<file path="config.mk">
export PLATFORM = sky130hd
export DESIGN_NAME = optical_module_control_status
export DESIGN_NICKNAME = d
export VERILOG_FILES = /design/src/rtl/optmod_pkg.sv /design/src/rtl/optical_module_control_status.sv /design/src/rtl/twowire_target.sv
export VERILOG_INCLUDE_DIRS = /design/src /design/src/rtl
export SDC_FILE = /design/constraint.sdc
export NUM_CORES = 2
export LEC_CHECK = 0
export ABC_AREA = 1
export BUFFER_PORTS_ARGS = -buffer_cell sky130_fd_sc_hd__buf_2
export CORE_ASPECT_RATIO = 0.7
export CORE_UTILIZATION = 39
export DETAILED_ROUTE_END_ITERATION = 10
export GPL_TIMING_DRIVEN = 0
export PLACE_DENSITY = 0.5
export SETUP_SLACK_MARGIN = 0.2
export SYNTH_ARGS = -nofsm -noshare
export SYNTH_HDL_FRONTEND = slang
export SYNTH_HIERARCHICAL = 1
export SYNTH_SLANG_ARGS = --single-unit
</file>
<file path="constraint.sdc">
create_clock -name clk -period 5.7 [get_ports clk]
set_input_delay 1.71 -clock clk [delete_from_list [all_inputs] [get_ports clk]]
set_output_delay 1.71 -clock clk [all_outputs]
set_load 0.02 [all_outputs]
</file>
<file path="src/rtl/optmod_map.svh">
// How it works
// - Laser off within 10 us of off input
// - Laser back on within 1 ms of release
// - Initialization, fault flag cleared, within 300 ms
// - Fault flag inside 100 us; 10 us reset
// - Fault flag high on fault, held until off-input reset
// - Signal-lost flag follows input inside 100 us
// - Off input low enables; high or open disables
// - Presence line held at ground
// - Identity and diagnostics readable over serial bus
// - Five monitors, internal or external calibration
// - One line clock, one line data
`ifndef OPTMOD_MAP_SVH
`define OPTMOD_MAP_SVH

// Clock rate and printed times
`define CLK_MHZ        20
`define T_OFF_US       10
`define T_ON_US        1000
`define T_INIT_MS      300
`define T_FAULT_US     100
`define T_RESET_US     10
`define T_LOSS_US      100
`define SCL_MAX_KHZ    400

// Derived cycle counts
`define OFF_CYC        (`T_OFF_US * `CLK_MHZ)
`define ON_CYC         (`T_ON_US * `CLK_MHZ)
`define INIT_CYC       (`T_INIT_MS * 1000 * `CLK_MHZ)
`define RESET_CYC      (`T_RESET_US * `CLK_MHZ)
`define LOSS_CYC       (`T_LOSS_US * `CLK_MHZ)

// Serial bus target addresses (7 bit)
`define ID_DEV_ADDR    7'h50
`define DIAG_DEV_ADDR  7'h51

// Diagnostic page layout
`define DG_TEMP_HI     8'h00
`define DG_TEMP_LO     8'h01
`define DG_VCC_HI      8'h02
`define DG_VCC_LO      8'h03
`define DG_BIAS_HI     8'h04
`define DG_BIAS_LO     8'h05
`define DG_TXP_HI      8'h06
`define DG_TXP_LO      8'h07
`define DG_RXP_HI      8'h08
`define DG_RXP_LO      8'h09
`define DG_STATUS      8'h0a
`define DG_CALTYPE     8'h0b
`define DG_PAD         8'h00

`endif

</file>
<file path="src/rtl/optmod_pkg.sv">
package optmod_pkg;

  // Five monitored quantities
  typedef struct packed {
    logic [15:0] temp;
    logic [15:0] vcc;
    logic [15:0] bias;
    logic [15:0] txPwr;
    logic [15:0] rxPwr;
  } monitor_t;

  // Control loop states
  typedef enum logic [1:0] {
    ST_INIT,
    ST_RUN,
    ST_FAULT
  } laser_state_t;

  // Serial target states
  typedef enum logic [1:0] {
    TW_IDLE,
    TW_ADDR,
    TW_WRITE,
    TW_READ
  } tw_state_t;

endpackage

</file>
<file path="src/rtl/optical_module_control_status.sv">
`timescale 1ns/100ps
`include "optmod_map.svh"
module optical_module_control_status
  import optmod_pkg::*;
#(
  parameter int INIT_CYCLES = `INIT_CYC
)
(
  input  wire logic       clk,
  input  wire logic       rst,
  input  wire logic       txOffIn,
  input  wire logic       laserFaultSense,
  input  wire logic       signalLostSense,
  input  wire monitor_t   monitorRaw,
  input  wire monitor_t   monitorTrim,
  input  wire logic       externalCal,
  input  wire logic       idWrEn,
  input  wire logic [6:0] idWrAddr,
  input  wire logic [7:0] idWrData,
  input  wire logic       sclIn,
  input  wire logic       sdaIn,
  output logic            sdaOut,
  output logic            sdaOe,
  output logic            presentOut,
  output logic            presentOe,
  output logic            laserOn,
  output logic            faultFlag,
  output logic            signalLostFlag,
  output logic            initDone
);

  localparam int RESET_CYCLES = `RESET_CYC;

  logic [2:0]   txOffSync_q;
  logic [2:0]   faultSync_q;
  logic [2:0]   lostSync_q;
  logic         txOff_q;
  logic         fault_q;
  logic         txOffNew;
  logic         faultNew;
  logic         lostNew;
  laser_state_t state_q;
  logic [22:0]  initCnt_q;
  logic [7:0]   holdCnt_q;
  logic         holdMet_q;
  monitor_t     monitor_q;
  logic [7:0]   idMem [0:127];
  logic [7:0]   idByte_q;
  logic         diagPage;
  logic [7:0]   rdAddr;
  logic [7:0]   rdData;
  logic [7:0]   diagByte;

  // Calibrated value when internal, raw when external
  function automatic logic [15:0] calib(input logic [15:0] raw,
                                        input logic [15:0] trim,
                                        input logic        ext);
    calib = ext ? raw : raw + trim;
  endfunction

  // Three-stage synchronisers for pin-level inputs
  always_ff @(posedge clk or posedge rst) begin
    if (rst) begin
      txOffSync_q <= 3'h7;
      faultSync_q <= 3'h0;
      lostSync_q  <= 3'h7;
    end else begin
      txOffSync_q <= {txOffSync_q[1:0], txOffIn};
      faultSync_q <= {faultSync_q[1:0], laserFaultSense};
      lostSync_q  <= {lostSync_q[1:0], signalLostSense};
    end
  end

  // Accepted level once the last two stages agree
  assign txOffNew = (txOffSync_q[1] == txOffSync_q[2]) ?
                    txOffSync_q[2] : txOff_q;
  assign faultNew = (faultSync_q[1] == faultSync_q[2]) ?
                    faultSync_q[2] : fault_q;
  assign lostNew  = (lostSync_q[1] == lostSync_q[2]) ?
                    lostSync_q[2] : signalLostFlag;

  // Filtered levels; off input starts high as if open
  always_ff @(posedge clk or posedge rst) begin
    if (rst) begin
      txOff_q <= 1'b1;
      fault_q <= 1'b0;
    end else begin
      txOff_q <= txOffNew;
      fault_q <= faultNew;
    end
  end

  // Signal-lost flag follows the receiver a few cycles late
  always_ff @(posedge clk or posedge rst) begin
    if (rst) begin
      signalLostFlag <= 1'b1;
    end else begin
      signalLostFlag <= lostNew;
    end
  end

  // Laser control loop
  always_ff @(posedge clk or posedge rst) begin
    if (rst) begin
      state_q <= ST_INIT;
    end else begin
      unique case (state_q)
        ST_INIT: begin
          if (initCnt_q == 23'(INIT_CYCLES - 1)) begin
            state_q <= ST_RUN;
          end
        end
        ST_RUN: begin
          if (fault_q) begin
            state_q <= ST_FAULT;
          end
        end
        ST_FAULT: begin
          if (holdMet_q && !txOff_q) begin
            state_q <= ST_INIT;
          end
        end
      endcase
    end
  end

  // Initialization timer, restarted on every entry
  always_ff @(posedge clk or posedge rst) begin
    if (rst) begin
      initCnt_q <= 23'h0;
    end else if (state_q != ST_INIT) begin
      initCnt_q <= 23'h0;
    end else if (initCnt_q != 23'(INIT_CYCLES - 1)) begin
      initCnt_q <= initCnt_q + 23'h1;
    end
  end

  // Off-input hold time while faulted
  always_ff @(posedge clk or posedge rst) begin
    if (rst) begin
      holdCnt_q <= 8'h0;
      holdMet_q <= 1'b0;
    end else if (state_q != ST_FAULT) begin
      holdCnt_q <= 8'h0;
      holdMet_q <= 1'b0;
    end else if (txOff_q) begin
      if (holdCnt_q == 8'(RESET_CYCLES - 1)) begin
        holdMet_q <= 1'b1;
      end else begin
        holdCnt_q <= holdCnt_q + 8'h1;
      end
    end else begin
      holdCnt_q <= 8'h0;
    end
  end

  // Laser drive and fault flag
  always_ff @(posedge clk or posedge rst) begin
    if (rst) begin
      laserOn   <= 1'b0;
      faultFlag <= 1'b0;
      initDone  <= 1'b0;
    end else begin
      laserOn   <= (state_q == ST_RUN) && !txOffNew && !fault_q;
      faultFlag <= (state_q == ST_FAULT) ||
                   ((state_q == ST_RUN) && fault_q);
      initDone  <= (state_q != ST_INIT);
    end
  end

  // Presence line pulled to ground permanently
  assign presentOut = 1'b0;
  assign presentOe  = 1'b1;

  // Monitor readings, refreshed each cycle
  always_ff @(posedge clk or posedge rst) begin
    if (rst) begin
      monitor_q <= '0;
    end else begin
      monitor_q.temp  <= calib(monitorRaw.temp, monitorTrim.temp,
                               externalCal);
      monitor_q.vcc   <= calib(monitorRaw.vcc, monitorTrim.vcc,
                               externalCal);
      monitor_q.bias  <= calib(monitorRaw.bias, monitorTrim.bias,
                               externalCal);
      monitor_q.txPwr <= calib(monitorRaw.txPwr, monitorTrim.txPwr,
                               externalCal);
      monitor_q.rxPwr <= calib(monitorRaw.rxPwr, monitorTrim.rxPwr,
                               externalCal);
    end
  end

  // Identity store, loaded from the factory port
  always_ff @(posedge clk) begin
    if (idWrEn) begin
      idMem[idWrAddr] <= idWrData;
    end
  end

  // Registered identity read; upper half reads zero
  always_ff @(posedge clk or posedge rst) begin
    if (rst) begin
      idByte_q <= 8'h00;
    end else begin
      idByte_q <= rdAddr[7] ? 8'h00 : idMem[rdAddr[6:0]];
    end
  end

  // Diagnostic page decode
  always_comb begin
    unique case (rdAddr)
      `DG_TEMP_HI: diagByte = monitor_q.temp[15:8];
      `DG_TEMP_LO: diagByte = monitor_q.temp[7:0];
      `DG_VCC_HI:  diagByte = monitor_q.vcc[15:8];
      `DG_VCC_LO:  diagByte = monitor_q.vcc[7:0];
      `DG_BIAS_HI: diagByte = monitor_q.bias[15:8];
      `DG_BIAS_LO: diagByte = monitor_q.bias[7:0];
      `DG_TXP_HI:  diagByte = monitor_q.txPwr[15:8];
      `DG_TXP_LO:  diagByte = monitor_q.txPwr[7:0];
      `DG_RXP_HI:  diagByte = monitor_q.rxPwr[15:8];
      `DG_RXP_LO:  diagByte = monitor_q.rxPwr[7:0];
      `DG_STATUS:  diagByte = {5'h0, txOff_q, faultFlag, signalLostFlag};
      `DG_CALTYPE: diagByte = {7'h0, externalCal};
      default:     diagByte = `DG_PAD;
    endcase
  end

  // Byte handed to the serial target
  assign rdData = diagPage ? diagByte : idByte_q;

  // Serial target on clock and data lines
  twowire_target u_twowire (
    .clk      (clk),
    .rst      (rst),
    .sclIn    (sclIn),
    .sdaIn    (sdaIn),
    .sdaOut   (sdaOut),
    .sdaOe    (sdaOe),
    .diagPage (diagPage),
    .rdAddr   (rdAddr),
    .rdData   (rdData)
  );

endmodule

</file>
<file path="src/rtl/twowire_target.sv">
`timescale 1ns/100ps
`include "optmod_map.svh"
module twowire_target
  import optmod_pkg::*;
(
  input  wire logic       clk,
  input  wire logic       rst,
  input  wire logic       sclIn,
  input  wire logic       sdaIn,
  output logic            sdaOut,
  output logic            sdaOe,
  output logic            diagPage,
  output logic [7:0]      rdAddr,
  input  wire logic [7:0] rdData
);

  logic [2:0] sclSync_q;
  logic [2:0] sdaSync_q;
  logic       sclLvl_q;
  logic       sdaLvl_q;
  logic       sclNew;
  logic       sdaNew;
  logic       sclRise;
  logic       sclFall;
  logic       startEv;
  logic       stopEv;
  tw_state_t  state_q;
  logic [3:0] cnt_q;
  logic [7:0] shift_q;
  logic [7:0] txByte_q;
  logic       firstWr_q;
  logic       addrHit;

  // Three-stage synchronisers on both lines
  always_ff @(posedge clk or posedge rst) begin
    if (rst) begin
      sclSync_q <= 3'h7;
      sdaSync_q <= 3'h7;
      sclLvl_q  <= 1'b1;
      sdaLvl_q  <= 1'b1;
    end else begin
      sclSync_q <= {sclSync_q[1:0], sclIn};
      sdaSync_q <= {sdaSync_q[1:0], sdaIn};
      sclLvl_q  <= sclNew;
      sdaLvl_q  <= sdaNew;
    end
  end

  // Level accepted once stages two and three agree
  assign sclNew  = (sclSync_q[1] == sclSync_q[2]) ? sclSync_q[2] : sclLvl_q;
  assign sdaNew  = (sdaSync_q[1] == sdaSync_q[2]) ? sdaSync_q[2] : sdaLvl_q;
  assign sclRise = sclNew & ~sclLvl_q;
  assign sclFall = ~sclNew & sclLvl_q;
  assign startEv = sclLvl_q & sclNew & sdaLvl_q & ~sdaNew;
  assign stopEv  = sclLvl_q & sclNew & ~sdaLvl_q & sdaNew;
  assign addrHit = (shift_q[7:1] == `ID_DEV_ADDR) ||
                   (shift_q[7:1] == `DIAG_DEV_ADDR);

  // Byte framing, pointer and page select
  always_ff @(posedge clk or posedge rst) begin
    if (rst) begin
      state_q   <= TW_IDLE;
      cnt_q     <= 4'h0;
      shift_q   <= 8'h00;
      firstWr_q <= 1'b0;
      diagPage  <= 1'b0;
      rdAddr    <= 8'h00;
    end else if (startEv) begin
      state_q <= TW_ADDR;
      cnt_q   <= 4'h0;
    end else if (stopEv) begin
      state_q <= TW_IDLE;
    end else if (sclRise && state_q != TW_IDLE) begin
      shift_q <= {shift_q[6:0], sdaNew};
      cnt_q   <= (cnt_q == 4'h8) ? 4'h0 : cnt_q + 4'h1;
      if (cnt_q == 4'h8) begin
        unique case (state_q)
          TW_ADDR: begin
            if (!addrHit) begin
              state_q <= TW_IDLE;
            end else begin
              diagPage  <= shift_q[1];
              firstWr_q <= ~shift_q[0];
              state_q   <= shift_q[0] ? TW_READ : TW_WRITE;
            end
          end
          TW_WRITE: begin // Pointer set; later data bytes only advance it
            if (firstWr_q) begin
              rdAddr <= shift_q;
            end else begin
              rdAddr <= rdAddr + 8'h01;
            end
            firstWr_q <= 1'b0;
          end
          TW_READ: begin // Master nack ends the read
            if (sdaNew) begin
              state_q <= TW_IDLE;
            end
            rdAddr <= rdAddr + 8'h01;
          end
          TW_IDLE: begin
            state_q <= TW_IDLE;
          end
        endcase
      end
    end
  end

  // Open-drain data drive, changed on clock falls
  always_ff @(posedge clk or posedge rst) begin
    if (rst) begin
      sdaOe    <= 1'b0;
      txByte_q <= 8'h00;
    end else if (startEv || stopEv) begin
      sdaOe <= 1'b0;
    end else if (sclFall) begin
      unique case (state_q)
        TW_ADDR:  sdaOe <= (cnt_q == 4'h8) && addrHit;
        TW_WRITE: sdaOe <= (cnt_q == 4'h8);
        TW_READ: begin
          if (cnt_q == 4'h0) begin
            txByte_q <= rdData;
            sdaOe    <= ~rdData[7];
          end else if (cnt_q < 4'h8) begin
            txByte_q <= {txByte_q[6:0], 1'b0};
            sdaOe    <= ~txByte_q[6];
          end else begin
            sdaOe <= 1'b0;
          end
        end
        TW_IDLE:  sdaOe <= 1'b0;
      endcase
    end
  end

  // Line only ever pulled low
  assign sdaOut = 1'b0;

endmodule

</file>
; Yosys cells after proc, flatten, opt, wreduce, memory -nomap -nowiden
; Memory sizes are Yosys's and may differ from the RTL's.
; Index checks and enable logic that the tools add are counted.
[totals]
regBits = 177
ramBits = 1024
output_inout_bits = 8
wordCells = 180
mem_count = 1
[mem_list]
columns = memory, words, word_bits, rd, rd_ports_with_merged_regs, write_ports, line
row1 = idMem, 128, 8, 1, 0, 1, optical_module_control_status.sv:47  ; logic [7:0] idMem [0:127];
[op_classes]
add_sub_neg = 9
magnitude_cmp = 1
n_eq_ne = 35
muxes = 48
n_bitwise = 17
reduce_logical = 38
[op_table]
columns = op, count
row1 = 8-bit case mux with 12 select lines, 1
row2 = 16-bit adder, 5
row3 = 16-bit two-way mux, 5
row4 = 8-bit two-way mux, 6
row5 = 23-bit two-way mux, 2
row6 = 8-bit by 3-bit == test with 1-bit output (second input constant), 4
row7 = 8-bit by 4-bit == test with 1-bit output (second input constant), 4
row8 = 23-bit by 1-bit adder with 23-bit output (second input constant), 1
row9 = 23-bit == test (second input constant), 1
row10 = 23-bit inequality test (second input constant), 1
row11 = 2-bit nonzero test, 10
row12 = 2-bit two-way mux, 9
row13 = 8-bit by 1-bit adder with 8-bit output (second input constant), 2
row14 = 8-bit by 2-bit == test with 1-bit output (second input constant), 2
row15 = 4-bit two-way mux, 4
row16 = 8-bit case mux with 2 select lines, 1
row17 = 7-bit == test (second input constant), 2
row18 = 1-bit two-way mux, 14
row19 = 7-bit two-way mux, 2
row20 = 2-bit case mux with 3 select lines, 2
row21 = 6-bit AND reduction, 2
row22 = 1-bit NOT, 10
row23 = 8-bit by 1-bit == test with 1-bit output (second input constant), 1
row24 = 8-bit == test (second input constant), 1
row25 = other kinds (25), 56

; Depth between registers and ports, before layout
[logic_depth]
ltp_word = 8
ltp_mapped = 17
mapped_depth_nobuf = 16

; By module
; Netlist, hierarchy kept.
[modules_own_cells]
columns = module, n_inst, cells_per_inst, area_each_um2, seq_area_each_um2
row1 = optical_module_control_status, 1, 4910, 50812.5, 34187.8
row2 = twowire_target, 1, 265, 2112.0, 1011.0

; Worst setup path before layout
; OpenSTA, ideal clock, no wires.
[synth_timing]
path_type = in2reg
start = in monitorRaw[32] in the netlist's numbering
end = reg monitor_q[46] in the netlist's numbering
arrival_time_ps = 3117
path_slack_ps = 2459
stages = 12
n_path_buf = 0
cell_sequence = ha_1 -> fa_1 -> nand2_1 -> nand2_1 -> nand2_1 -> nand2_1 -> a21boi_0 -> inv_1 -> nand2_1 -> nand2_1 -> a21oi_1 -> a21oi_1
[synth_via]
elab_chain_len = 2
[synth_lines]
columns = item, line
row1 = from (decl), optical_module_control_status.sv:14  ; input wire monitor_t monitorRaw,
row2 = 16-bit adder, optical_module_control_status.sv:58  ; calib = ext ? raw : raw + trim;
row3 = 16-bit two-way mux, optical_module_control_status.sv:58
row4 = to (decl), optical_module_control_status.sv:46  ; monitor_t monitor_q;
; No other way between the ends.
; A chain may end at the register's enable or synchronous reset.

; Worst setup path in the final report
[layout_timing]
start = reg u_twowire.rdAddr[2]
end = reg idByte_q[5]
[layout_via]
elab_chain_len = 2
[layout_lines]
columns = item, line
row1 = from (decl), twowire_target.sv:13  ; output logic [7:0] rdAddr,
row2 = from (signal assigned), twowire_target.sv:89  ; rdAddr <= shift_q;
row3 = from (signal assigned), twowire_target.sv:91  ; rdAddr <= rdAddr + 8'h01;
row4 = from (signal assigned), twowire_target.sv:99  ; rdAddr <= rdAddr + 8'h01;
row5 = memory 128 x 8 bit, n/a
row6 = 8-bit two-way mux, optical_module_control_status.sv:205  ; idByte_q <= rdAddr[7] ? 8'h00 : idMem[rdAddr[6:0]];
row7 = to (signal assigned), optical_module_control_status.sv:205
row8 = to (decl), optical_module_control_status.sv:48  ; logic [7:0] idByte_q;
; No other way between the ends.

==> impl_metrics.csv <==
group,metric,value,unit
worst_setup_path,crit_chain,"nand2_1 > inv_2 > buf_2 > buf_1 > nand2_1 > nand3_1 > nor2_1 > nor2_1 > nor2_1 > nor2_1",
sta,rsz0062_at_grt,"false",
sta,max_slew.worst_pin.slew,1662,ps
worst_setup_path,crit_start,"u_twowire/rdAddr[2]",
power,power_density,310.5,nW/µm²
global_routing,use_met1,0.4875,
sta,fin_crit,4414,ps
floorplan,rows,112,
finish,drive_above_1_share,0.1116,
sta,slew_headroom,-0.1080,
worst_setup_path,path_max_fanout,10,
logic_synthesis,synth.cell_area,52920,µm²
finish,syn_to_final_growth,14.89,%
routing,drcViolationCount,0,
placement,post-dp-hpwl,155100,µm
worst_setup_path,reg2reg_from,"u_twowire/rdAddr[2]",
clocking,clk_latency,770,ps
routing,wirelength,221000,µm
clocking,cts_buffers,118,
logic_synthesis,synthCells,5175,
clocking,htreeDepth,3,
floorplan,die_height,310.2,µm
global_routing,grt_max_degree,101,
logic_synthesis,ys.flop_type,"edfxtp_1",
clocking,post_cts_resized,0,
floorplan,boundaryPins,192,
clocking,cts_tree,"built",
worst_setup_path,rrSetupSlack,1290,ps
logic_synthesis,yosys-top-cells-area,"edfxtp_1, nand2_1, dfrtp_1",
worst_setup_path,criticalPathCategory,"flop to flop",
global_routing,use_met3,0.1099,
clocking,cts_buffer_depth,3,
logic_synthesis,synth_fp_nets,5452,
logic_synthesis,ys_warn_count,6,
routing,viasPerCell,5.567,
global_routing,globalRouteOverflowTotal,0,
status,status,"finished, violations left",
finish,design_area,60810,µm²
global_routing,antenna_found_initial,16,
floorplan,dieArea,137200,µm²
worst_setup_path,crit_path_start_kind,"flop",
worst_setup_path,endpoint_kind,"flop",
global_routing,grt_use_met2,0.4162,
run,maxCapViolCount,7,
floorplan,die_x,442.3,µm
sta,setup_viol,0,
global_routing,grt_pass1_vias,36248,
routing,first_pass_iters,7,
global_routing,grt_pass1_wl,296400,µm
routing,drt_iter0_drc,7023,
clocking,cts_root_buf,"clkbuf_16",
worst_setup_path,cp_slowest_stage_delay,1030,ps
placement,globalplace.congestion,1.020,
sta,max_freq,226.6,MHz
logic_synthesis,synth_cell_types,57,
global_routing,grt_use_total,0.3170,
worst_hold_path,hold_path_startpoint,"faultSync_q[0]",
routing,antenna_left,0,
floorplan,initial_core_util,0.3951,
finish,fin_nets,5797,
logic_synthesis,ys_seq_area_frac,0.6651,
status,violations,"capacitance limit, slew limit",
worst_setup_path,cp_common_cell,"nor2_1",
logic_synthesis,async_flop_share,0.1474,
sta,hold_violations,0,
placement,placed_area,56860,µm²
logic_synthesis,synth-seq-cells,1201,
logic_synthesis,synth_top_area_frac,0.5810,
worst_hold_path,holdCritPathClass,"flop to flop",
power,p_leak,24.29,nW
worst_setup_path,critPathRequiredTime,6370,ps
sta,finalSetupTns,0,ps
worst_setup_path,cp-endpoint,"idByte_q[5]",
logic_synthesis,synth_top_area_cell,"edfxtp_1",
worst_setup_path,reg2reg_depth,10,
clocking,clkSinkCount,1201,
sta,skew,28.98,ps
global_routing,top_usage_layer,"met1",
worst_setup_path,r2r_end,"idByte_q[5]",
logic_synthesis,avgSynthCellArea,10.23,µm²
routing,via_count,41152,
finish,fin_util,0.4539,
logic_synthesis,synth_edf_count,1024,
worst_setup_path,critPathSlowestCell,"buf_1",
clocking,clkTransAtPathRegs,70,ps
floorplan,core,134000,µm²
power,ir_drop,0.0002617,V
clocking,hold_buffers,0,
sta,fin_crit_sh,0.7743,
routing,avgRoutedWirePerCell,29.89,µm
worst_setup_path,arrival,5080,ps
clocking,postCtsSetupRepairBufs,0,
sta,slew_viol_final,53,
placement,numPortBuffers,187,
## flip-flops by register name, summed over array words and instances, names as in the netlist, 7 cells and up
name / cells
holdCnt_q: 8
idByte_q: 8
idMem: 1024
initCnt_q: 23
monitor_q: 80
u_twowire/rdAddr: 8
u_twowire/shift_q: 8
u_twowire/txByte_q: 7
## layout make-up
| type | count | area (µm²) |
|---|---|---|
| fillers | 12723 | 73160 |
| flip-flops and latches | 1201 | 35200 |
| multi-input cells | 3563 | 16060 |
| clock buffers | 150 | 3179 |
| well taps | 1767 | 2211 |
| repair buffers | 225 | 1633 |
| plain buffers | 201 | 975.9 |
| inverters | 210 | 795.8 |
| clock inverters | 70 | 743.2 |
| diodes | 5 | 12.51 |
## report_power, final
group	switching (mW)	internal (mW)
Combinational	0.680	0.296
Clock	3.59	4.61
Sequential	0.0472	9.66
Total	4.31	14.6
## stage by stage
stage	setup slack, ps	instances	power, mW	hold slack [ps]
after detailed placement	1120	7166	10.85	334.7
after global placement	-1595	7129	10.84	335.6
after CTS	1547	7386	18.88	349.0
final	1286	7392	18.88	348.2
after global routing	1359	7387	19.30	362.9
after floorplan	335.4	5175	10.37	331.2
## cell families after synthesis
| family | synth area share |
|---|---|
| buf+inv | 0.03329 |
| flops | 0.6651 |
| compound gates | 0.04118 |
| other cells | 0.0002128 |
| simple gates | 0.2314 |
| xor+xnor | 0.005627 |
| fa+ha+maj | 0.02326 |
## metal layers
metal / vias up / part of all wire
met5: - / 0.00029
met4: 8 / 0.029
met3: 365 / 0.14
met2: 2491 / 0.38
met1: 20198 / 0.45
li1: 18090 / -
## synth_stat cells (3+ instances only)
cell type and number:
nor2_2 7, inv_1 196, nor2_1 429, nand2_2 3, o2111ai_1 3, o31ai_1 11
xor2_1 21, nor2_4 4, nand3b_1 3, nand2_1 2209, dfrtp_1 161, nand3_1 208
o21ai_0 103, conb_1 3, o211ai_1 6, and2_1 5, a21boi_0 6, o21bai_1 11
or2_2 21, o22ai_1 5, a31oi_1 12, edfxtp_1 1024, a21o_1 12, a22oi_1 32
nand4_1 115, buf_2 92, a22o_1 3, buf_4 21, dfstp_2 16, nor3_1 33
a211oi_1 3, xnor2_1 13, buf_1 24, maj3_1 3, buf_6 3, o21ai_1 12
inv_2 11, nor3_2 3, fa_1 5, a21oi_1 153, clkbuf_1 61, ha_1 88
## cells in the final DEF (no fill, tap or decap), types with 16 or more instances in the layout
master / Yosys / final
edfxtp_1: 1024 / 1024
dfrtp_1: 161 / 161
buf_4: 21 / 25
nand2_1: 2209 / 2209
buf_8: 0 / 21
nand3_1: 208 / 208
buf_1: 24 / 24
nor2_2: 7 / 44
clkbuf_16: 0 / 123
dfstp_2: 16 / 16
ha_1: 88 / 88
clkinv_2: 0 / 24
clkinv_1: 2 / 22
buf_2: 92 / 271
or2_2: 21 / 21
nand4_1: 115 / 115
inv_1: 196 / 194
clkbuf_1: 61 / 84
xor2_1: 21 / 21
nor3_1: 33 / 33
a22oi_1: 32 / 32
a21oi_1: 153 / 153
o21ai_0: 103 / 103
nor2_1: 429 / 392
## worst min-delay path by stage
stage | cells past startpoint | end
floorplan | 0 | faultSync_q[1]
global placement | 0 | faultSync_q[1]
detailed placement | 0 | faultSync_q[1]
CTS | 0 | faultSync_q[1]
global route | 0 | txOffSync_q[1]
finish | 0 | faultSync_q[1]
## worst max-delay path: cells and delay by family (launching register included)
| kind | cells | cell delay (ps) |
|---|---|---|
| AND/OR/NAND/NOR | 7 | 1820 |
| flip-flops | 1 | 560 |
| buffers and inverters | 3 | 1900 |
No activity file was read; power rests on OpenSTA's default activity.
